--- src/hbi_pkg.sv ---
// constants and types shared by the host bus interface files
package hbi_pkg;
    // ======================================================================
    // widths
    localparam int DATA_W = 8;          // host data path
    localparam int ADDR_W = 8;          // multiplexed address width
    localparam int LADDR_W = 4;         // dedicated address lines
    localparam int MEM_AW = 4;          // register bank index width
    localparam int MEM_DEPTH = 16;      // register bank entries
    localparam int SYNC_STAGES = 2;     // flops per pin synchroniser

    // ======================================================================
    // synchroniser vector layout and idle values
    localparam int SYNC_W = 17;
    localparam int POS_RES = 16;
    localparam int POS_CS = 15;
    localparam int POS_WR = 14;
    localparam int POS_RD = 13;
    localparam int POS_ALE = 12;
    localparam int POS_LADDR = 8;
    localparam int POS_BUS = 0;
    localparam logic [SYNC_W-1:0] SYNC_RST = 17'h0e000; // chip select, write and read strobes idle high; latch strobe idle low

    // ======================================================================
    // reset values
    localparam logic [DATA_W-1:0] DATA_RST = 8'h00;
    localparam logic [ADDR_W-1:0] ADDR_RST = 8'h00;
    localparam logic [LADDR_W-1:0] LADDR_PAD = 4'h0;
    localparam logic [DATA_W-1:0] MEM_RST = 8'h00;

    // ======================================================================
    // bus mode, chosen once per reset
    typedef enum logic [1:0] {
        MODE_WAIT = 2'b00,      // no access seen yet
        MODE_MUX = 2'b01,       // shared lines, separate strobes
        MODE_DEMUX_SEP = 2'b10, // address lines, separate strobes
        MODE_DEMUX_DIR = 2'b11  // address lines, direction plus strobe
    } hbi_mode_type;

    // access sequencer
    typedef enum logic [1:0] {
        ACC_IDLE = 2'b00,
        ACC_READ = 2'b01,
        ACC_WRITE = 2'b10
    } hbi_acc_type;
endpackage

--- src/hbi_host_port.sv ---
// asynchronous 8-bit host processor port with register bank and request pacing
// Operation
// - accesses only taken while chip select is low; strobes other than the address latch strobe ignored otherwise
// - separate strobes: write strobe low marks a write access
// - separate strobes: read strobe low returns register data
// - direction mode: direction high means read, low means write
// - direction mode: data strobe rising edge ends the access
// - multiplexed mode: shared lines carry address first, then data
// - data lines driven only while returning read data, else released
// - open-drain interrupt pulled low while an interrupt or, without dma pacing, a fifo request is pending
// - high reset pin holds the whole block in reset, except the pin synchronisers
// - eight-bit data; demultiplexed address on separate lines
// - fifo requests paced either by interrupt or by dma request
`timescale 1ns/1ns
`default_nettype none
module hbi_host_port #(
    parameter int DW = hbi_pkg::DATA_W,
    parameter int AW = hbi_pkg::ADDR_W,
    parameter int LW = hbi_pkg::LADDR_W
) (
    input wire logic ref_clk,                    // 250 MHz system clock
    input wire logic rst_n,                      // synchronous reset, active low
    input wire logic res_pin,                    // reset pin, active high, async
    input wire logic cs_n_pin,                   // chip select, active low
    input wire logic wr_n_or_rw,                 // write strobe or direction
    input wire logic rd_n_or_data_strobe,        // read strobe or data strobe
    input wire logic ale_pin,                    // address latch strobe
    input wire logic [LW-1:0] low_addr_lines,    // demultiplexed address
    input wire logic [DW-1:0] muxed_bus_lines_in,  // bus lines, level seen
    output logic [DW-1:0] muxed_bus_lines_out,   // bus lines, read data
    output logic muxed_bus_lines_oe,             // bus lines, drive enable
    output logic int_n_out,                      // interrupt pin level, always 0
    output logic int_n_oe,                       // interrupt pin pull-down enable
    input wire logic core_irq,                   // core interrupt pending
    input wire logic core_fifo_req,              // core fifo wants service
    input wire logic core_dma_mode,              // 1: pace fifo by dma request
    output logic dma_req,                        // request to dma controller
    output logic core_reset,                     // reset for the whole device
    output logic [1:0] bus_mode,                 // chosen bus mode
    output logic core_wr_stb,                    // one-cycle host write pulse
    output logic [AW-1:0] core_wr_addr,          // address of that write
    output logic [DW-1:0] core_wr_data,          // data of that write
    input wire logic [hbi_pkg::MEM_AW-1:0] core_rd_addr, // core read index
    output logic [DW-1:0] core_rd_data           // core read data
);
    // ======================================================================
    // pin synchronisers
    logic [hbi_pkg::SYNC_W-1:0] pins_s;
    logic res_s, cs_s, wr_s, rd_s, ale_s;
    logic [LW-1:0] laddr_s;
    logic [DW-1:0] bus_s;
    logic rst_int;

    hbi_sync #(
        .W(hbi_pkg::SYNC_W),
        .RST_VAL(hbi_pkg::SYNC_RST)
    ) u_sync (
        .ref_clk(ref_clk),
        .rst_n(rst_n),
        .pin_in({res_pin, cs_n_pin, wr_n_or_rw, rd_n_or_data_strobe, ale_pin,
                 low_addr_lines, muxed_bus_lines_in}),
        .sync_out(pins_s)
    );

    // unpack the resynchronised pins
    assign res_s = pins_s[hbi_pkg::POS_RES];
    assign cs_s = pins_s[hbi_pkg::POS_CS];
    assign wr_s = pins_s[hbi_pkg::POS_WR];
    assign rd_s = pins_s[hbi_pkg::POS_RD];
    assign ale_s = pins_s[hbi_pkg::POS_ALE];
    assign laddr_s = pins_s[hbi_pkg::POS_LADDR +: LW];
    assign bus_s = pins_s[hbi_pkg::POS_BUS +: DW];

    // either reset source holds everything but the pin synchronisers
    assign rst_int = !rst_n || res_s;
    assign core_reset = rst_int;

    // ======================================================================
    // state
    hbi_pkg::hbi_mode_type mode_ff, nxt_mode, mode_eff;
    hbi_pkg::hbi_acc_type acc_ff, nxt_acc;
    logic ale_seen_ff, nxt_ale_seen;
    logic [AW-1:0] latch_ff, nxt_latch;
    logic [AW-1:0] addr_ff, nxt_addr;
    logic [DW-1:0] wdata_ff, nxt_wdata;
    logic [DW-1:0] rdata_ff, nxt_rdata;
    logic rd_wait_ff, nxt_rd_wait;
    logic rd_valid_ff, nxt_rd_valid;
    logic wr_stb_ff, nxt_wr_stb;
    logic int_ff, nxt_int;
    logic dma_ff, nxt_dma;
    logic [AW-1:0] addr_eff;
    logic sep_strobes, rd_act, wr_act, mem_we;
    logic [DW-1:0] mem_a_data;

    // ======================================================================
    // mode chosen from the latch strobe at the first access
    always_comb
    begin
        mode_eff = mode_ff;
        if (mode_ff == hbi_pkg::MODE_WAIT)
        begin
            if (ale_s)
                mode_eff = hbi_pkg::MODE_DEMUX_DIR;
            else if (ale_seen_ff)
                mode_eff = hbi_pkg::MODE_MUX;
            else
                mode_eff = hbi_pkg::MODE_DEMUX_SEP;
        end
    end

    // strobe decode; nothing counts while chip select is high
    always_comb
    begin
        sep_strobes = (mode_eff != hbi_pkg::MODE_DEMUX_DIR);
        if (sep_strobes)
        begin
            rd_act = !cs_s && !rd_s && wr_s;
            wr_act = !cs_s && !wr_s;
        end
        else
        begin
            rd_act = !cs_s && !rd_s && wr_s;
            wr_act = !cs_s && !rd_s && !wr_s;
        end
    end

    // address: latch in shared mode, dedicated lines otherwise
    always_comb
    begin
        if (mode_eff == hbi_pkg::MODE_MUX)
            addr_eff = ale_s ? bus_s : latch_ff;
        else
            addr_eff = {hbi_pkg::LADDR_PAD, laddr_s};
    end

    // ======================================================================
    // address latch and mode memory
    always_comb
    begin
        nxt_latch = ale_s ? bus_s : latch_ff;
        nxt_ale_seen = ale_seen_ff || ale_s;
        nxt_mode = mode_ff;
        if (mode_ff == hbi_pkg::MODE_WAIT && (rd_act || wr_act))
            nxt_mode = mode_eff;
        if (rst_int)
        begin
            nxt_latch = hbi_pkg::ADDR_RST;
            nxt_ale_seen = 1'b0;
            nxt_mode = hbi_pkg::MODE_WAIT;
        end
    end
    always_ff @(posedge ref_clk)
    begin
        latch_ff <= nxt_latch;
        ale_seen_ff <= nxt_ale_seen;
        mode_ff <= nxt_mode;
    end

    // ======================================================================
    // access sequencer; write data committed only when the access ends,
    // so a slow host can settle the lines while the strobe is low
    always_comb
    begin
        nxt_acc = acc_ff;
        nxt_addr = addr_ff;
        nxt_wdata = wdata_ff;
        nxt_rdata = rdata_ff;
        nxt_rd_wait = 1'b0;
        nxt_rd_valid = rd_valid_ff;
        nxt_wr_stb = 1'b0;
        mem_we = 1'b0;
        case (acc_ff)
            hbi_pkg::ACC_IDLE:
            begin
                nxt_rd_valid = 1'b0;
                if (rd_act)
                begin
                    nxt_acc = hbi_pkg::ACC_READ;
                    nxt_addr = addr_eff;
                    nxt_rd_wait = 1'b1;
                end
                else if (wr_act)
                begin
                    nxt_acc = hbi_pkg::ACC_WRITE;
                    nxt_addr = addr_eff;
                    nxt_wdata = bus_s;
                end
            end
            hbi_pkg::ACC_READ:
            begin
                if (rd_wait_ff)
                begin
                    nxt_rdata = mem_a_data;
                    nxt_rd_valid = 1'b1;
                end
                if (!rd_act)
                begin
                    nxt_acc = hbi_pkg::ACC_IDLE;
                    nxt_rd_valid = 1'b0;
                end
            end
            hbi_pkg::ACC_WRITE:
            begin
                if (wr_act)
                    nxt_wdata = bus_s;
                else
                begin
                    mem_we = 1'b1;
                    nxt_wr_stb = 1'b1;
                    nxt_acc = hbi_pkg::ACC_IDLE;
                end
            end
            default:
                nxt_acc = hbi_pkg::ACC_IDLE;
        endcase
        if (rst_int)
        begin
            nxt_acc = hbi_pkg::ACC_IDLE;
            nxt_addr = hbi_pkg::ADDR_RST;
            nxt_wdata = hbi_pkg::DATA_RST;
            nxt_rdata = hbi_pkg::DATA_RST;
            nxt_rd_valid = 1'b0;
            nxt_wr_stb = 1'b0;
            mem_we = 1'b0;
        end
    end
    always_ff @(posedge ref_clk)
    begin
        acc_ff <= nxt_acc;
        addr_ff <= nxt_addr;
        wdata_ff <= nxt_wdata;
        rdata_ff <= nxt_rdata;
        rd_wait_ff <= nxt_rd_wait;
        rd_valid_ff <= nxt_rd_valid;
        wr_stb_ff <= nxt_wr_stb;
    end

    // ======================================================================
    // register bank; upper address bits alias onto the bank
    hbi_regmem #(
        .DEPTH(hbi_pkg::MEM_DEPTH),
        .AW(hbi_pkg::MEM_AW),
        .DW(DW)
    ) u_mem (
        .ref_clk(ref_clk),
        .rst_n(!rst_int),
        .wr_en(mem_we),
        .wr_addr(addr_ff[hbi_pkg::MEM_AW-1:0]),
        .wr_data(wdata_ff),
        .a_addr(nxt_addr[hbi_pkg::MEM_AW-1:0]), // next index, so data is fresh at load
        .a_data(mem_a_data),
        .b_addr(core_rd_addr),
        .b_data(core_rd_data)
    );

    // ======================================================================
    // request pacing: interrupt line or dma request
    always_comb
    begin
        nxt_int = core_irq || (core_fifo_req && !core_dma_mode);
        nxt_dma = core_fifo_req && core_dma_mode;
        if (rst_int)
        begin
            nxt_int = 1'b0;
            nxt_dma = 1'b0;
        end
    end
    always_ff @(posedge ref_clk)
    begin
        int_ff <= nxt_int;
        dma_ff <= nxt_dma;
    end

    // ======================================================================
    // pin drivers; open drain only ever pulls low
    assign muxed_bus_lines_out = rdata_ff;
    assign muxed_bus_lines_oe = (acc_ff == hbi_pkg::ACC_READ) && rd_valid_ff;
    assign int_n_out = 1'b0;
    assign int_n_oe = int_ff;
    assign dma_req = dma_ff;
    assign bus_mode = mode_ff;
    assign core_wr_stb = wr_stb_ff;
    assign core_wr_addr = addr_ff;
    assign core_wr_data = wdata_ff;
endmodule
`default_nettype wire

--- src/hbi_sync.sv ---
// two-flop synchroniser bank for asynchronous pins
`timescale 1ns/1ns
`default_nettype none
module hbi_sync #(
    parameter int W = 1,
    parameter logic [W-1:0] RST_VAL = '0
) (
    input wire logic ref_clk,          // system clock
    input wire logic rst_n,            // synchronous reset, active low
    input wire logic [W-1:0] pin_in,   // raw asynchronous inputs
    output logic [W-1:0] sync_out      // resynchronised inputs
);
    // ======================================================================
    // one chain per bit; first stage feeds only the second
    genvar i;
    generate
        for (i = 0; i < W; i++)
        begin : g_bit
            logic meta_ff;
            logic safe_ff;
            logic nxt_meta;
            logic nxt_safe;
            // next values, reset to the idle level
            always_comb
            begin
                nxt_meta = rst_n ? pin_in[i] : RST_VAL[i];
                nxt_safe = rst_n ? meta_ff : RST_VAL[i];
            end
            always_ff @(posedge ref_clk)
            begin
                meta_ff <= nxt_meta;
                safe_ff <= nxt_safe;
            end
            assign sync_out[i] = safe_ff;
        end
    endgenerate
endmodule
`default_nettype wire

--- src/hbi_regmem.sv ---
// small register bank with one write port and two registered read ports
`timescale 1ns/1ns
`default_nettype none
module hbi_regmem #(
    parameter int DEPTH = hbi_pkg::MEM_DEPTH,
    parameter int AW = hbi_pkg::MEM_AW,
    parameter int DW = hbi_pkg::DATA_W
) (
    input wire logic ref_clk,          // system clock
    input wire logic rst_n,            // synchronous reset, active low
    input wire logic wr_en,            // write strobe
    input wire logic [AW-1:0] wr_addr, // write index
    input wire logic [DW-1:0] wr_data, // write data
    input wire logic [AW-1:0] a_addr,  // host read index
    output logic [DW-1:0] a_data,      // host read data, registered
    input wire logic [AW-1:0] b_addr,  // core read index
    output logic [DW-1:0] b_data       // core read data, registered
);
    logic [DW-1:0] mem_ff [DEPTH];
    logic [DW-1:0] a_ff;
    logic [DW-1:0] b_ff;
    logic [DW-1:0] nxt_a;
    logic [DW-1:0] nxt_b;

    // ======================================================================
    // storage, one entry per generate step
    genvar i;
    generate
        for (i = 0; i < DEPTH; i++)
        begin : g_ent
            logic [DW-1:0] nxt_ent;
            always_comb
            begin
                nxt_ent = mem_ff[i];
                if (!rst_n)
                    nxt_ent = hbi_pkg::MEM_RST;
                else if (wr_en && (wr_addr == AW'(i)))
                    nxt_ent = wr_data;
            end
            always_ff @(posedge ref_clk)
            begin
                mem_ff[i] <= nxt_ent;
            end
        end
    endgenerate

    // ======================================================================
    // read ports: one cycle from index to data
    always_comb
    begin
        nxt_a = rst_n ? mem_ff[a_addr] : hbi_pkg::MEM_RST;
        nxt_b = rst_n ? mem_ff[b_addr] : hbi_pkg::MEM_RST;
    end
    always_ff @(posedge ref_clk)
    begin
        a_ff <= nxt_a;
        b_ff <= nxt_b;
    end
    assign a_data = a_ff;
    assign b_data = b_ff;
endmodule
`default_nettype wire

--- config.mk ---
export PLATFORM = sky130hd
export DESIGN_NAME = hbi_host_port
export DESIGN_NICKNAME = d
export VERILOG_FILES = /design/src/hbi_pkg.sv /design/src/hbi_host_port.sv /design/src/hbi_sync.sv /design/src/hbi_regmem.sv
export SDC_FILE = /design/constraint.sdc
export NUM_CORES = 1
export LEC_CHECK = 0
export BUFFER_PORTS_ARGS = -buffer_cell sky130_fd_sc_hd__buf_2
export CAP_MARGIN = 5
export CORE_MARGIN = 3
export CORE_UTILIZATION = 65
export DETAILED_ROUTE_END_ITERATION = 6
export PLACE_DENSITY_LB_ADDON = 0.12
export SLEW_MARGIN = 20
export SYNTH_ARGS = -nofsm -noshare
export SYNTH_HDL_FRONTEND = slang
export SYNTH_SLANG_ARGS = --single-unit
--- constraint.sdc ---
create_clock -name ref_clk -period 7.3 [get_ports ref_clk]
set_clock_uncertainty 0.2 [all_clocks]
set_input_delay 1.46 -clock ref_clk [delete_from_list [all_inputs] [get_ports ref_clk]]
set_output_delay 1.46 -clock ref_clk [all_outputs]
set_load 0.1 [all_outputs]
==> impl_metrics.json, run 1 <==
{
  "cp_top_family": "buffers and inverters",
  "cts_resized": 0,
  "synthCells": 668,
  "io_pins": 66,
  "arrival_ps": 3580,
  "pre_cts_ws_ps": 1900,
  "clk_pin_slew_worst_paths_ps": 60,
  "dieHeight_um": 125,
  "grt-busiest-layer": "met2",
  "use_met2_pct": 46.5,
  "grt_pass1_vias": 6005,
  "hpwl_um": 14100,
  "antenna_cells": 0,
  "hold_class": "reg -> reg",
  "synth_edf_count": 128,
  "synth.area.top_cells": "edfxtp_1 (41%), dfxtp_1 (20%), mux4_2 (9.7%), mux2i_1 (5.1%), and2_1 (3.2%)",
  "dpl-instance-area_sq_um": 9620,
  "rows": 42,
  "finalCriticalPeriod_ps": 5240,
  "critical_path_class": "in -> out",
  "die_area_sq_um": 15700,
  "grt_max_degree": 58,
  "grt_pass1_wl_um": 34500,
  "synthMuxAreaShare_pct": 17.2,
  "core_region_area_sq_um": 13600,
  "tritoncts": "built",
  "slew_viol_final": 0,
  "synth-xor-area-share_pct": 0,
  "timing.final.crit_share_pct": 71.8,
  "whs_ps": 223,
  "area_delta_synth_final_pct": 12.5,
  "cp.buffers_inverters": 4,
  "drive_gt1_share_pct": 27.1,
  "syn_nets": 694,
  "required_ps": 5640,
  "synth-compound-area-share_pct": 8.31,
  "ant_nets": 0,
  "start_util_pct": 68.1,
  "status": "complete, no violations",
  "fin_area_sq_um": 10400,
  "cts.htree.levels": 1,
  "vias": 6014,
  "drt-wirelength-per-cell_um": 24.7,
  "endpoint_kind": "output port",
  "slew_headroom_pct": 21.8,
  "cts-root-buf": "clkbuf_16",
  "clock_path_buffers": 3,
  "cp_slowest_stage_delay_ps": 900,
  "yosysSeqAreaShare_pct": 61.4,
  "clock_latency_ps": 510,
  "die_w_um": 125,
  "antenna_found_initial": 1,
  "rsz0062_at_grt": "false",
  "cap_violations": 0,
  "power_mw": 2.80,
  "setup_viol": 0,
  "leakage_nw": 4.20,
  "yosys.area.top_type_share_pct": 41.5,
  "grt_use_met1_pct": 38.0,
  "avgSynthCellArea_sq_um": 13.9,
  "post-route-drc-count": 0,
  "gp_congestion": 0.875,
  "grt_usage_pct": 28.5,
  "yosysWarnings": 0,
  "clock-sinks": 220,
  "grtUsageMet3_pct": 7.04,
  "setup_ws_ps": 2060,
  "portBuffers": 64,
  "synthAdderAreaFrac_pct": 0,
  "slowest_stage": "nor2b_2",
  "synth_simple_gate_area_share_pct": 10.1,
  "cts_hold_buf": 0,
  "critPathLaunchType": "primary input",
  "fin_nets": 744,
  "synth_seq_cells": 220,
  "worst_pin_slew_ps": 1160,
  "via_per_inst": 6.61,
  "cp_max_fo": 35,
  "cpMostUsedCell": "buf_2",
  "postCtsSetupBuffers": 0,
  "initialDrtViolationCount": 717,
  "cellPowerDensity_nw_per_um2": 268,
  "drt_wl_total_um": 22400,
  "r2r_slack_ps": 3330,
  "drtPass1Iterations": 5,
  "numCtsBuffers": 22,
  "finalHoldViolCount": 0,
  "crit_path_cell_trace": "buf_2 > nor2b_2 > clkinv_1 > buf_4 > buf_2",
  "max_freq_ghz": 0.191,
  "ys_types": 53,
  "ys_async_sr_fraction_pct": 0,
  "netlist.top_cell.by_area": "edfxtp_1",
  "gr-total-overflow": 0,
  "synth_top_family_by_area": "multiplexers",
  "synth-main-ff-cell": "edfxtp_1",
  "setup-tns-final_ps": 0,
  "vdd_drop_max_v": 0.000236,
  "syn-cell-area_sq_um": 9260,
  "ys_top_cells_by_count": "edfxtp_1 (128), dfxtp_1 (92), nand2_1 (50), nor2_1 (50)",
  "yosysMostFrequentCell": "edfxtp_1"
}
[cell families after synthesis]
kind of cell / after synthesis
DFF: 220
AOI/OAI and AO/OA: 99
muxes: 106
and+or+nand+nor: 188
other: 1
buffers and inverters: 54
[through the flow]
| step | cells | utilization (%) |
|---|---|---|
| CTS | 910 | 76.4 |
| global placement | 870 | 70.6 |
| detailed placement | 870 | 70.7 |
| floorplan | 668 | - |
| global route | 910 | 76.6 |
| finish | 910 | 76.6 |
[registers in the layout, indices dropped and copies added (netlist names), 8 cells and up]
signal / count
u_mem.mem_ff: 128
u_sync.g_bit.meta_ff: 17
u_sync.g_bit.safe_ff: 17
core_wr_addr: 8
core_wr_data: 8
latch_ff: 8
muxed_bus_lines_out: 8
u_mem.a_data: 8
u_mem.b_data: 8
[report_power, final]
group | leakage [nW] | internal [mW] | total [mW] | switching, mW
registers | 2.10 | 1.36 | 1.39 | 0.0273
clock network | 0.381 | 0.743 | 1.21 | 0.465
logic | 1.73 | 0.0713 | 0.201 | 0.129
total | 4.20 | 2.18 | 2.80 | 0.622
[cells in the final DEF (no fill, tap or decap), types with 3 or more instances in the layout]
cell and count:
a21o_1 6, a21oi_1 9, a221oi_1 7, a221oi_2 6, a311o_1 8, a311o_2 5
and2_1 47, and3_1 15, buf_2 64, buf_4 5, bufinv_16 4, clkbuf_16 23
clkinv_1 3, dfxtp_1 92, edfxtp_1 128, inv_1 9, mux2_2 17, mux2i_1 47
mux4_2 40, nand2_1 50, nand2b_1 7, nand3_1 5, nor2_1 50, o21ai_0 17
o21ai_1 9, o21ai_2 7, o221ai_1 7, or2_2 4
[metal layers]
metal | vias up | routed length [um]
met4 | 2 | 770
met1 | 2949 | 8440
met3 | 71 | 2310
met2 | 372 | 10900
met5 | - | 11
li1 | 2620 | -
[worst paths after layout]
kind                                                          start                                   to  cells past startpoint
worst max-delay path                                          rst_n                           core_reset                      5
worst min-delay path            u_sync.g_bit[14].meta_ff$_SDFF_PN1_  u_sync.g_bit[14].safe_ff$_SDFF_PN1_                      1
worst max register to register  u_sync.g_bit[12].safe_ff$_SDFF_PN0_           u_mem.a_data[5]$_SDFF_PP0_                      9
worst min register to register  u_sync.g_bit[14].meta_ff$_SDFF_PN1_  u_sync.g_bit[14].safe_ff$_SDFF_PN1_                      1
[final cells by class]
cell class,instances,area [sq um]
Inverter,11,41.3
Sequential cell,220,5690
Clock inverter,11,159
Multi-Input combinational cell,394,3340
Timing Repair Buffer,69,358
Clock buffer,29,623
Fill cell,828,3190
Tap cell,176,220
(Power assumes the default switching activity.)
==> run 2, diff against run 1 <==
ABC_AREA = 1   (was unset)
CORE_UTILIZATION = 60   (was 65)
clock period = 5 ns   (was 7.3 ns; I/O delays follow)
==> run 2 against run 1 <==
Sequential power up 46%. Core utilization down 7.9 points. Critical path depth unchanged. Via count up 35%. Flip-flop and latch count unchanged. Synthesized cell count up 68%. Clock power up 33%. Setup slack worse by 560 ps. Worst hold slack worse by 12 ps. Die area up 15%. Critical path type unchanged. Highest routed layer is now met4.
==> impl_metrics.json, run 2 <==
{
  "holdPathStages": 1,
  "cap_violations": 0,
  "dieHeight_um": 135,
  "yosysMostFrequentCell": "inv_1",
  "r2r_end": "u_mem.mem_ff[0][6]$_DFFE_PP_",
  "fin_nets": 1187,
  "antenna_cells": 0,
  "via_per_inst": 5.83,
  "clock_latency_ps": 510,
  "endpoint_kind": "output port",
  "drt-wirelength-per-cell_um": 19.0,
  "core_region_area_sq_um": 16100,
  "leakage_nw": 4.82,
  "multi_input_area_sq_um": 3130,
  "max_freq_ghz": 0.286,
  "tritoncts": "built",
  "reg.largest.list": "u_mem.mem_ff (128), u_sync.g_bit.meta_ff (17), u_sync.g_bit.safe_ff (17)",
  "grt_pass1_vias": 7671,
  "ant_nets": 0,
  "post-route-drc-count": 0,
  "finalHoldViolCount": 0,
  "die_w_um": 135,
  "setup_viol": 0,
  "antenna_found_initial": 0,
  "numCtsBuffers": 22,
  "io_pins": 66,
  "synth-main-ff-cell": "edfxtp_1",
  "n_fill_cell": 1257,
  "hold_start": "u_sync.g_bit[14].meta_ff$_SDFF_PN1_",
  "netlist.top_cell.by_area": "edfxtp_1",
  "die_area_sq_um": 18100,
  "status": "complete, no violations",
  "yosysSeqAreaShare_pct": 57.3,
  "cts_resized": 0,
  "arrival_ps": 2300,
  "area_delta_synth_final_pct": 11.2,
  "yosys.area.top_type_share_pct": 38.8,
  "synth_edf_count": 128,
  "avgSynthCellArea_sq_um": 8.84,
  "rsz0062_at_grt": "false",
  "grt_usage_pct": 29.2,
  "ys_async_sr_fraction_pct": 0,
  "vias": 8115,
  "syn-cell-area_sq_um": 9920,
  "syn_nets": 1148,
  "critical_path_class": "in -> out",
  "min_to": "u_sync.g_bit[14].safe_ff$_SDFF_PN1_",
  "gr-total-overflow": 0,
  "final_cell_mix": "inv_1 (190), nand2_1 (154), nand3_1 (154)",
  "r2r_slack_ps": 1630,
  "ys_top_cells_by_count": "inv_1 (191), nand2_1 (154), nand3_1 (154)",
  "vdd_drop_max_v": 0.000274,
  "setup-tns-final_ps": 0,
  "clock-sinks": 220,
  "drt_wl_total_um": 26500,
  "synth_seq_cells": 220,
  "crit_start": "rst_n",
  "cts-root-buf": "clkbuf_16",
  "portBuffers": 64,
  "power_mw": 4.01,
  "grt_pass1_wl_um": 41200,
  "clock_path_buffers": 3,
  "hold_class": "reg -> reg",
  "required_ps": 3800,
  "cts.htree.levels": 1,
  "gp_congestion": 0.957,
  "hpwl_um": 17300,
  "layout_commonest_cell": "inv_1",
  "synthCells": 1122,
  "worst_pin_slew_ps": 1040,
  "cp_max_fo": 28,
  "drive_gt1_share_pct": 12.7,
  "slew_headroom_pct": 30.1,
  "reg2reg_from": "u_sync.g_bit[12].safe_ff$_SDFF_PN0_",
  "rows": 46,
  "start_util_pct": 61.8,
  "ys_types": 31,
  "synth.area.top_cells": "edfxtp_1 (39%), dfxtp_1 (19%), nand3_1 (7.8%), inv_1 (7.2%), nand2_1 (5.8%)",
  "worst-r2r-cell-count": 10,
  "slew_viol_final": 0,
  "initialDrtViolationCount": 995,
  "finalCriticalPeriod_ps": 3500,
  "largest_register": "u_mem.mem_ff",
  "largest_register_ffs": 128,
  "yosysWarnings": 0,
  "grt_max_degree": 87,
  "timing.final.crit_share_pct": 69.9,
  "postCtsSetupBuffers": 0,
  "seq_area_sq_um": 5690,
  "critPathLaunchType": "primary input",
  "clk_pin_slew_worst_paths_ps": 60,
  "cellPowerDensity_nw_per_um2": 364,
  "cts_hold_buf": 0,
  "drtPass1Iterations": 5
}
run 2: cell count changes after synthesis, moves of 16 or more:
cell | before | now
inv_1 | 9 | 191
nand3_1 | 5 | 154
nand2_1 | 50 | 154
a21oi_1 | 9 | 89
nand4_1 | 0 | 56
o21ai_0 | 33 | 86
and2_1 | 47 | 0
mux2i_1 | 47 | 0
mux4_2 | 40 | 0
o21ai_1 | 0 | 18
mux2_2 | 17 | 0
nor2_1 | 50 | 34
run 2: routing by layer:
metal	up-vias	global-route usage [%]	wire length [um]
met1	3799	41.4	11100
li1	3826	-	-
met4	0	10.6	876
met5	-	0	0
met3	70	4.92	2440
met2	420	45.9	12100
run 2: layout make-up:
| type | count | area share [%] |
|---|---|---|
| Tap cell | 216 | 2.45 |
| Inverter | 202 | 6.92 |
| Sequential cell | 220 | 51.5 |
| Timing Repair Buffer | 83 | 4.20 |
| Clock buffer | 31 | 5.77 |
| Clock inverter | 9 | 0.715 |
| Multi-Input combinational cell | 632 | 28.4 |
run 2: worst max-delay path by stage:
stage / endpoint / slack (ps) / cells after the start
floorplan: core_reset / 1160 / 5
global placement: core_reset / 1520 / 5
detailed placement: u_mem.a_data[4]$_SDFF_PP0_ / 1460 / 11
CTS: core_reset / 1500 / 5
global route: core_reset / 1440 / 5
finish: core_reset / 1500 / 5
run 2: where the power goes:
part           switching [mW]  total (mW)  internal (mW)
Clock                   0.672        1.61          0.943
Sequential             0.0338        2.03           1.99
Combinational           0.284       0.371         0.0870
Total                   0.990        4.01           3.02
run 2: cells by family (layout without fill, tap and decap cells):
group,Yosys count,count (layout),synth area share (%)
buf+inv,270,325,11.1
compound gates,204,204,10.7
simple gates,427,427,20.8
other cells,1,1,0.0378
flops,220,220,57.3
run 2: metrics by stage:
stage / setup WS, ps / utilization (%) / cells / hold slack (ps) / area [sq um]
after global routing: 1440 / 68.7 / 1393 / 217 / 11000
after CTS: 1500 / 68.7 / 1393 / 211 / 11000
after floorplan: 1160 / - / 1122 / 190 / 9920
after detailed placement: 1460 / 64.2 / 1353 / 197 / 10300
after global placement: 1520 / 64.2 / 1353 / 192 / 10300
final: 1500 / 68.7 / 1393 / 210 / 11000
run 2: critical path, stage by stage:
cell and delay (ps):
buf_2 120, inv_2 110, nor2_4 70, inv_2 440, buf_2 540
==> run 3, diff against run 2 <==
clock period = 3.3 ns   (was 5 ns; I/O delays follow)
==> run 3 against run 2 <==
The run now ends with DRC left. Critical endpoint is now u_mem.mem_ff[15][4]$_DFFE_PP_. First-iteration DRC count grew 27%. Worst hold slack lost 89 ps. Non-clock buffer count grew 10. Critical path type is now reg -> reg. Register-to-register slack lost 1400 ps. Routed wire length grew 3.7%.
==> impl_metrics.json, run 3 (synthesized netlist as in run 2, its figures left out) <==
{
  "antenna_cells": 0,
  "cts_resized": 0,
  "grt_usage_pct": 30.3,
  "cts-root-buf": "clkbuf_16",
  "finalCriticalPeriod_ps": 3080,
  "via_per_inst": 5.91,
  "cts_hold_buf": 0,
  "fin_area_sq_um": 11100,
  "worst_pin_slew_ps": 1060,
  "max_freq_ghz": 0.325,
  "arrival_ps": 3010,
  "reg.largest.list": "u_mem.mem_ff (128), u_sync.g_bit.meta_ff (17), u_sync.g_bit.safe_ff (17)",
  "clock_path_buffers": 3,
  "core_region_area_sq_um": 16100,
  "largest_register_ffs": 128,
  "area_delta_synth_final_pct": 12.3,
  "start_util_pct": 61.8,
  "dpl-instance-area_sq_um": 10400,
  "vdd_drop_max_v": 0.000432,
  "n_fill_cell": 1260,
  "clock_latency_ps": 520,
  "clock-sinks": 220,
  "grt_max_degree": 67,
  "tritoncts": "built",
  "drive_gt1_share_pct": 13.4,
  "cap_violations": 0,
  "slew_viol_final": 0,
  "crit_start": "u_sync.g_bit[12].safe_ff$_SDFF_PN0_",
  "dieHeight_um": 135,
  "die_w_um": 135,
  "io_pins": 66,
  "endpoint_kind": "flop",
  "vias": 8299,
  "rsz0062_at_grt": "false",
  "final_cell_mix": "inv_1 (191), nand2_1 (154), nand3_1 (154)",
  "postCtsSetupBuffers": 0,
  "slew_headroom_pct": 28.8,
  "ant_nets": 0,
  "gr-total-overflow": 0,
  "finalHoldViolCount": 0,
  "antenna_found_initial": 0,
  "portBuffers": 64,
  "drtPass1Iterations": 7,
  "status": "finished, violations left",
  "grt_pass1_wl_um": 42600,
  "timing.final.crit_share_pct": 93.3,
  "cellPowerDensity_nw_per_um2": 551,
  "setup-tns-final_ps": 0,
  "hpwl_um": 18100,
  "drt-wirelength-per-cell_um": 19.6,
  "drt_wl_total_um": 27500,
  "setup_viol": 0,
  "reg2reg_from": "u_sync.g_bit[12].safe_ff$_SDFF_PN0_",
  "critPathLaunchType": "flop",
  "leakage_nw": 4.88,
  "fin_nets": 1198,
  "initialDrtViolationCount": 1263,
  "hold_class": "in -> reg",
  "post-route-drc-count": 5,
  "cp_max_fo": 10,
  "largest_register": "u_mem.mem_ff",
  "violations": "DRC",
  "rows": 46,
  "gp_congestion": 0.964,
  "layout_commonest_cell": "inv_1",
  "hold_start": "muxed_bus_lines_in[4]",
  "critical_path_class": "reg -> reg",
  "numCtsBuffers": 23,
  "clk_pin_slew_worst_paths_ps": 60,
  "die_area_sq_um": 18100,
  "grt_pass1_vias": 7827,
  "required_ps": 3230,
  "cts.htree.levels": 1,
  "power_mw": 6.13
}
run 3: cell count changes in the layout (fill, tap and decap cells not counted), sizes merged:
cell      previous run  this run
clkinvlp             0         1
buf                 83        93
clkbuf              31        32
run 3: worst paths after layout:
path	slack, ps	cells past startpoint	endpoint
max	220	11	u_mem.mem_ff[15][4]$_DFFE_PP_
min	120	3	u_sync.g_bit[4].meta_ff$_SDFF_PN0_
max reg2reg	220	11	u_mem.mem_ff[15][4]$_DFFE_PP_
min reg2reg	210	2	u_sync.g_bit[1].safe_ff$_SDFF_PN0_
run 3: worst max-delay path, stage by stage (launching register included):
cell and delay (ps):
dfxtp_1 540, inv_4 100, nand2_2 80, nand2_2 60, nand2_4 100, nand3_2 100, nand2_4 90, nand2_1 50
nor3_1 140, buf_4 170, nand3_1 170, o21ai_1 880
run 3: final cells by class:
type,instances,area [sq um],area share [%]
Inverter,202,763,6.86
Sequential cell,220,5690,51.1
Clock buffer,32,641,5.75
Multi-Input combinational cell,632,3130,28.1
Timing Repair Buffer,93,563,5.06
Clock inverter,10,78.8,0.708
Tap cell,216,270,2.43
run 3: layer usage:
layer / global-route usage, % / part of all wire, % / vias up / wire length [um]
li1: - / - / 3854 / -
met1: 41.5 / 39 / 3793 / 10800
met2: 45.6 / 44 / 563 / 12100
met3: 8.76 / 13 / 89 / 3500
met4: 13.0 / 4.1 / 0 / 1140
met5: 0 / 0 / - / 0
run 3: metrics by stage:
stage,worst slack [ps],util (%),hold WS (ps),std cells
after floorplan,142,-,190,1122
after global placement,478,64.9,192,1363
after detailed placement,328,64.9,198,1363
after CTS,265,69.3,120,1405
after global routing,105,69.3,134,1405
final,221,69.3,121,1405
run 3: power breakdown:
part / switching, mW / total [mW] / internal (mW)
clock: 1.03 / 2.47 / 1.44
combinational: 0.450 / 0.589 / 0.140
sequential: 0.0491 / 3.07 / 3.02
total: 1.53 / 6.13 / 4.60
